$ cat config.mk
export PLATFORM = sky130hd
export DESIGN_NAME = dac_bank_update_control
export DESIGN_NICKNAME = d
export VERILOG_FILES = /design/src/dac_bank_pkg.sv /design/src/dac_i2c_slave.sv /design/src/dac_bank_update_control.sv
export VERILOG_INCLUDE_DIRS = /design/src
export SDC_FILE = /design/constraint.sdc
export NUM_CORES = 1
export LEC_CHECK = 0
export BUFFER_PORTS_ARGS = -buffer_cell sky130_fd_sc_hd__buf_2
export CORE_MARGIN = 4
export CORE_UTILIZATION = 52
export CTS_BUF_LIST = sky130_fd_sc_hd__clkbuf_4
export DETAILED_ROUTE_END_ITERATION = 6
export PLACE_DENSITY = 0.69
export SLEW_MARGIN = 5
export SYNTH_ARGS = -nofsm -noshare
export SYNTH_HDL_FRONTEND = slang
export SYNTH_SLANG_ARGS = --single-unit
export TNS_END_PERCENT = 5
$ cat constraint.sdc
create_clock -name mclk -period 25.7 [get_ports mclk]
set_input_delay 5.14 -clock mclk [delete_from_list [all_inputs] [get_ports mclk]]
set_output_delay 5.14 -clock mclk [all_outputs]
set_load 0.01 [all_outputs]
$ cat src/dac_bank_regs.svh
`ifndef DAC_BANK_REGS_SVH
`define DAC_BANK_REGS_SVH

// register offsets
`define OFS_STAGE_FIRST   8'h00
`define OFS_STAGE_LAST    8'h0a
`define OFS_BANK_FIRST    8'h10
`define OFS_BANK_LAST     8'h3b
`define OFS_SOFT_SEL      8'h50
`define OFS_STANDBY       8'h51
`define OFS_STATUS        8'h57
`define OFS_CONFIG        8'h60

// field positions
`define FLD_OPCFG_BIT0    0
`define FLD_OPCFG_BIT1    1
`define FLD_STANDBY       0
`define FLD_STAT_LOAD     7
`define FLD_STAT_SEL1     1
`define FLD_STAT_SEL0     0

// reset and delivery values
`define RST_STAGE         8'h00
`define RST_BANK          8'h80
`define RST_SOFT_SEL      2'h0
`define RST_STANDBY       1'h0
`define RST_CONFIG        8'h10

// upper six bits of the 7-bit bus address; low bit follows the pin
`define SLAVE_ADDR_HI     6'h30

// bytes of bank storage per channel
`define BANKS_PER_CH      4

`endif

$ cat src/dac_bank_pkg.sv
package dac_bank_pkg;

    // operating mode decoded from the configuration bits
    typedef enum logic [1:0]
    {
        MODE_PIN_BANK  = 2'h0,
        MODE_SOFT_BANK = 2'h1,
        MODE_DIRECT    = 2'h2
    } op_mode_e;

    // serial slave states, gray coded along the write path
    typedef enum logic [3:0]
    {
        SL_IDLE   = 4'h0,
        SL_ADDR   = 4'h1,
        SL_AACK   = 4'h3,
        SL_PTR    = 4'h2,
        SL_PACK   = 4'h6,
        SL_WDATA  = 4'h7,
        SL_WACK   = 4'h5,
        SL_RDATA  = 4'h4,
        SL_RACK   = 4'hc
    } slave_state_e;

endpackage

$ cat src/dac_i2c_slave.sv
`timescale 1ns/10ps
`include "dac_bank_regs.svh"

// byte-oriented serial slave: address byte, register pointer, data bytes
module dac_i2c_slave
    import dac_bank_pkg::*;
(
    // clock and reset
    input  wire logic       mclk,
    input  wire logic       rst,
    // synchronised bus lines and address pin
    input  wire logic       sclS,
    input  wire logic       sdaS,
    input  wire logic       addrSel,
    // open-drain data drive
    output logic            sdaOut,
    output logic            sdaOe,
    // register side
    output logic            wrEn,
    output logic [7:0]      regAddr,
    output logic [7:0]      wrData,
    input  wire logic [7:0] rdData
);

    slave_state_e state_r;
    logic       sclPrev;
    logic       sdaPrev;
    logic [7:0] shift_r;
    logic [7:0] tx_r;
    logic [3:0] bitCnt_r;
    logic       readDir_r;
    logic       masterAck_r;
    logic       sclRise;
    logic       sclFall;
    logic       startCond;
    logic       stopCond;
    logic [6:0] myAddr;

    // edge and condition detection on synchronised lines
    always_ff @(posedge mclk or posedge rst)
    begin
        if (rst)
        begin
            sclPrev <= 1'b1;
            sdaPrev <= 1'b1;
        end
        else
        begin
            sclPrev <= sclS;
            sdaPrev <= sdaS;
        end
    end

    assign sclRise   = sclS && !sclPrev;
    assign sclFall   = !sclS && sclPrev;
    assign startCond = sclS && sclPrev && sdaPrev && !sdaS;
    assign stopCond  = sclS && sclPrev && !sdaPrev && sdaS;
    assign myAddr    = {`SLAVE_ADDR_HI, addrSel};

    // protocol sequencer
    always_ff @(posedge mclk or posedge rst)
    begin
        if (rst)
        begin
            state_r     <= SL_IDLE;
            sdaOut      <= 1'b0;
            shift_r     <= 8'h00;
            tx_r        <= 8'h00;
            bitCnt_r    <= 4'h0;
            readDir_r   <= 1'b0;
            masterAck_r <= 1'b0;
            sdaOe       <= 1'b0;
            wrEn        <= 1'b0;
            regAddr     <= 8'h00;
            wrData      <= 8'h00;
        end
        else
        begin
            wrEn <= 1'b0;
            // open drain: the data pin is only ever pulled low
            sdaOut <= 1'b0;
            if (startCond)
            begin
                state_r  <= SL_ADDR;
                bitCnt_r <= 4'h0;
                sdaOe    <= 1'b0;
            end
            else if (stopCond)
            begin
                state_r <= SL_IDLE;
                sdaOe   <= 1'b0;
            end
            else if (sclRise)
            begin
                case (state_r)
                    SL_ADDR, SL_PTR, SL_WDATA:
                    begin
                        shift_r  <= {shift_r[6:0], sdaS};
                        bitCnt_r <= bitCnt_r + 4'h1;
                    end
                    SL_RDATA:
                        bitCnt_r <= bitCnt_r + 4'h1;
                    SL_RACK:
                        masterAck_r <= !sdaS;
                    default:
                        state_r <= state_r;
                endcase
            end
            else if (sclFall)
            begin
                case (state_r)
                    SL_ADDR:
                        if (bitCnt_r == 4'h8)
                        begin
                            // 7-bit address then direction bit
                            if (shift_r[7:1] == myAddr)
                            begin
                                state_r   <= SL_AACK;
                                readDir_r <= shift_r[0];
                                sdaOe     <= 1'b1;
                            end
                            else
                                state_r <= SL_IDLE;
                        end
                    SL_AACK:
                    begin
                        bitCnt_r <= 4'h0;
                        if (readDir_r)
                        begin
                            state_r <= SL_RDATA;
                            tx_r    <= rdData;
                            sdaOe   <= !rdData[7];
                        end
                        else
                        begin
                            state_r <= SL_PTR;
                            sdaOe   <= 1'b0;
                        end
                    end
                    SL_PTR:
                        if (bitCnt_r == 4'h8)
                        begin
                            regAddr <= shift_r;
                            state_r <= SL_PACK;
                            sdaOe   <= 1'b1;
                        end
                    SL_PACK, SL_WACK:
                    begin
                        state_r  <= SL_WDATA;
                        bitCnt_r <= 4'h0;
                        sdaOe    <= 1'b0;
                    end
                    SL_WDATA:
                        if (bitCnt_r == 4'h8)
                        begin
                            wrEn    <= 1'b1;
                            wrData  <= shift_r;
                            state_r <= SL_WACK;
                            sdaOe   <= 1'b1;
                        end
                    SL_RDATA:
                        if (bitCnt_r == 4'h8)
                        begin
                            state_r <= SL_RACK;
                            sdaOe   <= 1'b0;
                            regAddr <= regAddr + 8'h01;
                        end
                        else
                        begin
                            tx_r  <= {tx_r[6:0], 1'b0};
                            sdaOe <= !tx_r[6];
                        end
                    SL_RACK:
                        if (masterAck_r)
                        begin
                            state_r  <= SL_RDATA;
                            bitCnt_r <= 4'h0;
                            tx_r     <= rdData;
                            sdaOe    <= !rdData[7];
                        end
                        else
                            state_r <= SL_IDLE;
                    default:
                        state_r <= SL_IDLE;
                endcase
            end
            // pointer advances once the written byte has been taken
            if (wrEn)
                regAddr <= regAddr + 8'h01;
        end
    end

endmodule

$ cat src/dac_bank_update_control.sv
`timescale 1ns/10ps
`include "dac_bank_regs.svh"

module dac_bank_update_control
    import dac_bank_pkg::*;
#(
    parameter int NUM_CH = 11
)
(
    // clock and reset
    input  wire logic                  mclk,
    input  wire logic                  rst,
    // serial bus pins
    input  wire logic                  scl,
    input  wire logic                  sdaIn,
    output logic                       sdaOut,
    output logic                       sdaOe,
    // control pins
    input  wire logic                  addr_select_pin,
    input  wire logic                  load_strobe,
    input  wire logic                  bank_sel_pin0,
    input  wire logic                  bank_sel_pin1,
    input  wire logic                  overTemp,
    // dac codes, channel 0 common, 1..10 gamma
    output logic [NUM_CH-1:0][7:0]     dacCode,
    // analog buffer enables
    output logic                       commonOutEn,
    output logic                       gammaOutEn
);

    localparam int BANK_BYTES = NUM_CH * `BANKS_PER_CH;

    // elaboration check: the map holds exactly eleven channels
    generate
        if (NUM_CH != 11)
        begin : g_chk
            $error("NUM_CH must be 11");
        end
    endgenerate

    logic [6:0] syncA_r;
    logic [6:0] syncB_r;
    logic       sclS;
    logic       sdaS;
    logic       addrS;
    logic       loadS;
    logic       sel0S;
    logic       sel1S;
    logic       hotS;
    logic       loadPrev_r;
    logic       latchOpen;

    logic [7:0] stage_r [NUM_CH];
    logic [7:0] bank_r [BANK_BYTES];
    logic [1:0] softSel_r;
    logic       standby_r;
    logic [7:0] config_r;

    logic       wrEn;
    logic [7:0] regAddr;
    logic [7:0] wrData;
    logic [7:0] rdData;
    logic [7:0] bankIdx;
    op_mode_e   mode;
    logic [1:0] bankSel;

    // two-stage synchronisers for every pin
    always_ff @(posedge mclk or posedge rst)
    begin
        if (rst)
        begin
            syncA_r <= 7'h03;
            syncB_r <= 7'h03;
        end
        else
        begin
            syncA_r <= {overTemp, bank_sel_pin1, bank_sel_pin0,
                        load_strobe, addr_select_pin, sdaIn, scl};
            syncB_r <= syncA_r;
        end
    end

    assign sclS  = syncB_r[0];
    assign sdaS  = syncB_r[1];
    assign addrS = syncB_r[2];
    assign loadS = syncB_r[3];
    assign sel0S = syncB_r[4];
    assign sel1S = syncB_r[5];
    assign hotS  = syncB_r[6];

    // serial slave, independent of standby
    dac_i2c_slave u_slave
    (
        .mclk    (mclk),
        .rst     (rst),
        .sclS    (sclS),
        .sdaS    (sdaS),
        .addrSel (addrS),
        .sdaOut  (sdaOut),
        .sdaOe   (sdaOe),
        .wrEn    (wrEn),
        .regAddr (regAddr),
        .wrData  (wrData),
        .rdData  (rdData)
    );

    // mode decode from configuration bits
    always_comb
    begin
        if (config_r[`FLD_OPCFG_BIT1])
            mode = MODE_DIRECT;
        else if (config_r[`FLD_OPCFG_BIT0])
            mode = MODE_SOFT_BANK;
        else
            mode = MODE_PIN_BANK;
    end

    // bank source: pins or software bits, high bit first
    assign bankSel = (mode == MODE_SOFT_BANK) ? softSel_r
                                              : {sel1S, sel0S};

    // staging registers, written only at their own addresses
    always_ff @(posedge mclk or posedge rst)
    begin
        if (rst)
        begin
            for (int i = 0; i < NUM_CH; i++)
                stage_r[i] <= `RST_STAGE;
        end
        else if (wrEn && regAddr <= `OFS_STAGE_LAST)
        begin
            stage_r[regAddr[3:0]] <= wrData;
        end
    end

    // bank storage, four bytes per channel
    assign bankIdx = regAddr - `OFS_BANK_FIRST;

    always_ff @(posedge mclk or posedge rst)
    begin
        if (rst)
        begin
            for (int i = 0; i < BANK_BYTES; i++)
                bank_r[i] <= `RST_BANK;
        end
        else if (wrEn && regAddr >= `OFS_BANK_FIRST
                 && regAddr <= `OFS_BANK_LAST)
        begin
            bank_r[bankIdx[5:0]] <= wrData;
        end
    end

    // control registers; reserved addresses fall through
    always_ff @(posedge mclk or posedge rst)
    begin
        if (rst)
        begin
            softSel_r <= `RST_SOFT_SEL;
            standby_r <= `RST_STANDBY;
            config_r  <= `RST_CONFIG;
        end
        else if (wrEn)
        begin
            if (regAddr == `OFS_SOFT_SEL)
                softSel_r <= wrData[1:0];
            else if (regAddr == `OFS_STANDBY)
                standby_r <= wrData[`FLD_STANDBY];
            else if (regAddr == `OFS_CONFIG)
                config_r <= wrData;
        end
    end

    // read decode; status shows live pins
    always_comb
    begin
        rdData = 8'h00;
        if (regAddr <= `OFS_STAGE_LAST)
            rdData = stage_r[regAddr[3:0]];
        else if (regAddr >= `OFS_BANK_FIRST && regAddr <= `OFS_BANK_LAST)
            rdData = bank_r[bankIdx[5:0]];
        else if (regAddr == `OFS_SOFT_SEL)
            rdData = {6'h00, softSel_r};
        else if (regAddr == `OFS_STANDBY)
            rdData = {7'h00, standby_r};
        else if (regAddr == `OFS_STATUS)
        begin
            rdData[`FLD_STAT_LOAD] = loadS;
            rdData[`FLD_STAT_SEL1] = sel1S;
            rdData[`FLD_STAT_SEL0] = sel0S;
        end
        else if (regAddr == `OFS_CONFIG)
            rdData = config_r;
    end

    // strobe history for the falling-edge capture
    always_ff @(posedge mclk or posedge rst)
    begin
        if (rst)
            loadPrev_r <= 1'b0;
        else
            loadPrev_r <= loadS;
    end

    // open while high, including its rising edge; the falling-edge cycle
    // takes one last sample and then holds
    assign latchOpen = loadS || loadPrev_r;

    // output latch per channel; codes go to the dacs unaltered
    generate
        for (genvar ch = 0; ch < NUM_CH; ch++)
        begin : g_ch
            always_ff @(posedge mclk or posedge rst)
            begin
                if (rst)
                    dacCode[ch] <= `RST_BANK;
                else if (latchOpen)
                begin
                    if (mode == MODE_DIRECT)
                        dacCode[ch] <= stage_r[ch];
                    else
                        dacCode[ch] <= bank_r[ch * `BANKS_PER_CH
                                              + int'(bankSel)];
                end
            end
        end
    endgenerate

    // buffer enables: standby drops all, heat drops the common one
    always_ff @(posedge mclk or posedge rst)
    begin
        if (rst)
        begin
            commonOutEn <= 1'b0;
            gammaOutEn  <= 1'b0;
        end
        else
        begin
            commonOutEn <= !standby_r && !hotS;
            gammaOutEn  <= !standby_r;
        end
    end

endmodule

; After elaboration in Yosys (flattened, before gate mapping)
; Cells that the tools add are included.
[word_totals]
reg_bits = 601
inputBits = 9
out_inout_bits = 92
word_cells = 332
[classes]
addsub = 13
magnitude_cmp = 18
eq_ne = 35
mux = 115
bitwise = 18
reduce_logical = 47
[ops]
columns = op, n
row1 = 8-bit binary-select mux with 6-bit select, 12
row2 = 8-bit two-way mux, 51
row3 = 352-bit bitwise mux, 1
row4 = 32-bit by 7-bit greater-or-equal comparator with 1-bit output (second input constant), 11
row5 = 6-bit NOT with 32-bit output, 4
row6 = 7-bit NOT with 32-bit output, 3
row7 = 88-bit bitwise mux, 1
row8 = 5-bit NOT with 32-bit output, 2
row9 = 4-bit two-way mux, 14
row10 = 8-bit demux with 6-bit select, 1
row11 = 8-bit binary-select mux with 4-bit select, 1
row12 = 8-bit demux with 4-bit select, 1
row13 = 8-bit by 7-bit equality test with 1-bit output (second input constant), 4
row14 = 4-bit by 1-bit inequality test with 1-bit output (second input constant), 8
row15 = 2-bit NOT with 32-bit output, 1
row16 = 4-bit NOT with 32-bit output, 1
row17 = 4-bit case mux with 7 select lines, 1
row18 = 5-bit by 2-bit adder with 6-bit output (first input constant), 4
row19 = 6-bit by 2-bit adder with 7-bit output (first input constant), 3
row20 = 7-bit two-way mux, 3
row21 = 7-bit case mux with 3 select lines, 1
row22 = 7-bit AND reduction, 3
row23 = 1-bit two-way mux, 18
row24 = 4-bit by 3-bit equality test with 1-bit output (second input constant), 4
row25 = 47 further kinds, 93

; Longest topological paths before layout
[depth]
ltp_word = 14
depth_mapped = 12
ltp_nobuf = 9

; By module
; A second synthesis with hierarchy kept.
[hier_totals]
hier_cells = 2152
area_unflattened_um2 = 30422.9
[by_module_without_submodules]
columns = mod, instances, cells_each, area_per_inst_um2, seq_area_each_um2
row1 = dac_bank_update_control, 1, 1891, 27789.2, 13988.4
row2 = dac_i2c_slave, 1, 261, 2633.8, 1128.6

; Worst setup path after synthesis
; Ideal clock, no wire load.
[synth_path]
path_kind = flip-flop to output port
from = reg dacCode[15] (netlist bit)
to = out dacCode[15] (netlist bit)
arrival_time_ns = 0.529
required_ns = 20.560
path_slack_ns = 20.031
path_stages_with_launch = 1
n_path_buf = 0
cell_sequence = dfstp_2
[synth_rtl]
columns = item, line
row1 = from (decl), dac_bank_update_control.sv:25  ; output logic [NUM_CH-1:0][7:0] dacCode,
row2 = "from (signal, indexed assignment)", dac_bank_update_control.sv:215  ; dacCode[ch] <= `RST_BANK;
row3 = "from (signal, indexed assignment)", dac_bank_update_control.sv:219  ; dacCode[ch] <= stage_r[ch];
row4 = "from (signal, indexed assignment)", dac_bank_update_control.sv:221  ; dacCode[ch] <= bank_r[ch * `BANKS_PER_CH
; No word-level cell between the ends.

==> results.md <==
- Hpwl dp: about 62 mm
- Seq/Total Area, Yosys: 0.496
- Worst Hold Depth: 0
- Routed vias/inst: 6.48
- Net Count, Synth: ~2.4k
- Worst VDD drop: roughly 43 uV
- Cells after Synth: about 2.4k
- DRT Pass-1 Iters: 7
- CTS clk-pin slew, worst paths: 0.06 ns
- Setup Fix Bufs, Post-CTS: 0
- Final period util: 0.268
- Cell taking the most area after synthesis: dfrtp_1
- PwrDens: roughly 58 nW/um2
- Slew Limit Fails: 0
- Clk Latency, worst-skew pair: 1.07 ns
- GR Util All Layers: 0.306
- Detail Route Antenna Nets: 0
- Site Rows: roughly 90
- Hold Path Class: flip-flop to flip-flop
- Met3 usage in global routing: 0.0715
- Violation count after the first detailed-route iteration: 2344
- Post-synth EDFFs: 0
- Final nets: between 2k and 3k
- R2R cell count: 9
- Worst Path Required: about 27 ns
- Max_cap viols: 0
- # DRC: 3
- Die width: 250 um
- Most frequent cell after synthesis: dfrtp_1
- Setup TNS: 0 ns
- Primary FF master, synth: dfrtp_1
- Syn. warnings: 0
- Met1 usage: 0.423
- Met2 usage: 0.468
- Initial antenna violation count: 2
- Root buffer cell: clkbuf_4
- Top cell type's share of synthesized area: 0.443
- Cts bufs inserted: 163
- Die ar.: between 60000 and 70000 um2
- P_leak: 15.2 nW
- CTS resizes: 0
- Failing checks: DRC
- Fmax: about 0.14 GHz
- Synth Cell Area: ~30000 um2
- CP endpoint kind: asynchronous set/reset pin
- Avg Synthesized Cell Area: about 13 um2
- Layout cells sized above 1: 0.430
- Overflow after GRT: 0
- Top Ports: 101
- Distinct cells, synth: 79
- Worst-path fanout max: about 140
- Worst slew pin tran: ~1.2 ns
- Min cycle time layout: roughly 6.9 ns
- Vias in the first global route: 22.1k
- Setup Viol. Count Final: 0
- Worst setup SP type: input port
- Most used routing layer: met2
- Largest net degree at the start of global routing: around 190
- Synth area leaders: dfrtp_1 44%, mux2_2 17%, mux4_2 8.4%
- Core Footprint: slightly below 60000 um2
- Hold_ws: roughly 0.34 ns
- Power Total: between 1.5 and 2 mW
- Port Buffers: slightly below 100
- WS Path Type: input port to asynchronous set/reset pin
- CTS tree: built
- Slew Limit Headroom: 0.166
- CTS Hold Buffers Added: 0
- CTS max path bufs: 3
- Die H: approximately 250 um
- Initial core utilization: 0.526
- WL/cell: 28.4 um
- #FFs+latches synth: 601
- Hold Vio Cnt, Final: 0
- Area Overhead vs Synth: 10.4%
- Design area: ~34000 um2
- GPL Wtd Cong: about 1
- Cell Area, Placed: between 30000 and 40000 um2
- Sink Count: about 600
- Vias: roughly 22k
- H-tree levels: 4
- Post-synth top cells: 539 x dfrtp_1, 466 x mux2_2, 160 x a21oi_1
- First-pass GRT wire length: 144 mm
- Status: finished with violations
- Skew final: roughly 0.070 ns
- Post-synth ARST share: 1.00
- RSZ-0062 raised after global routing: no
- CP arrival: around 7.9 ns
- Final WL: around 96 mm
[layout by cell type, fill, tap and decap left out, types with 5 or more instances in the layout]
cell and count:
dfstp_2 62, buf_4 42, a31oi_1 7, and2_1 5, a22o_1 6, mux2_1 37, nand2b_1 13, a21oi_1 160
mux4_2 114, nand3_1 16, nor2b_1 12, nor2_2 16, nand4_1 5, a22oi_1 20, mux2_2 466, a221o_1 11
o21a_1 5, or3_1 5, o31ai_1 5, buf_2 99, nand3_4 6, o211ai_1 8, dfrtp_1 534, o221ai_1 8
ha_1 10, mux2i_1 149, nand2_2 21, nor3_1 15, a211oi_1 8, clkbuf_4 250, a221oi_1 44, nand2_1 85
o21ai_0 66, nor2_1 147, inv_1 14, o22ai_1 18, clkinv_1 28, nor3_4 7
[per-stage QoR]
stage | std cells | setup WS [ns] | utilization
floorplan | 2359 | 3.84 | -
global placement | 3084 | 17.76 | 0.543
detailed placement | 3084 | 17.67 | 0.543
CTS | 3374 | 18.75 | 0.581
global route | 3377 | 18.36 | 0.581
finish | 3378 | 18.80 | 0.581
[per-layer routing]
metal	wire, um	up-vias
met5	0	-
met4	3910	0
met3	8820	257
met2	44100	1119
met1	39100	11333
li1	-	9190
[power breakdown]
| group | internal, mW | leakage, nW | total, mW | switching [mW] |
|---|---|---|---|---|
| registers | 0.960 | 8.06 | 0.972 | 0.0120 |
| logic | 0.0223 | 5.87 | 0.0685 | 0.0463 |
| clock network | 0.483 | 1.27 | 0.900 | 0.418 |
| total | 1.46 | 15.2 | 1.94 | 0.476 |
[path summary, 6_finish.rpt]
kind	endpoint	start	slack [ns]
worst max register to register	u_slave.tx_r[6]$_DFFE_PP0P_	u_slave.regAddr[0]$_DFFE_PP0P_	21.08
worst max-delay path	dacCode[72]$_DFFE_PP0P_	rst	18.80
worst min register to register	syncB_r[3]$_DFF_PP0_	syncA_r[3]$_DFF_PP0_	0.34
min in group asynchronous	dacCode[50]$_DFFE_PP0P_	rst	4.32
worst min-delay path	syncB_r[3]$_DFF_PP0_	syncA_r[3]$_DFF_PP0_	0.34
max in group mclk	dacCode[71]	dacCode[71]$_DFFE_PP1P_	18.85
[cell families (layout without fill, tap and decap cells)]
kind of cell,Yosys count,count (layout),synth area share
xor+xnor,3,3,0.000862
compound gates,397,397,0.0831
flops,601,601,0.496
mux,768,768,0.320
buf+inv,198,448,0.0306
simple gates,381,381,0.0654
other cells,1,5,0.000123
fa+ha+maj,10,10,0.00411
[worst max-delay path, cell delays in order]
cell and delay, ns:
buf_2 0.13, inv_8 0.63, buf_4 0.80, buf_4 0.93
[state kept, by name, indices dropped and copies added, names as in the netlist, 7 cells and up]
| name | flops |
|---|---|
| bank_r | 352 |
| dacCode | 88 |
| stage_r | 88 |
| config_r | 8 |
| u_slave.regAddr | 8 |
| u_slave.shift_r | 8 |
| u_slave.wrData | 8 |
| syncA_r | 7 |
| syncB_r | 7 |
| u_slave.tx_r | 7 |
[area by class of cell]
| cell class | count | area, um2 |
|---|---|---|
| diodes | 4 | 10.0 |
| clock buffers | 250 | 1880 |
| clock inverters | 40 | 287 |
| fillers | 4762 | 24300 |
| inverters | 16 | 67.6 |
| multi-input cells | 1560 | 14500 |
| flip-flops and latches | 601 | 15100 |
| well taps | 765 | 957 |
| repair buffers | 142 | 831 |
Power figures use the tool's default switching activity.
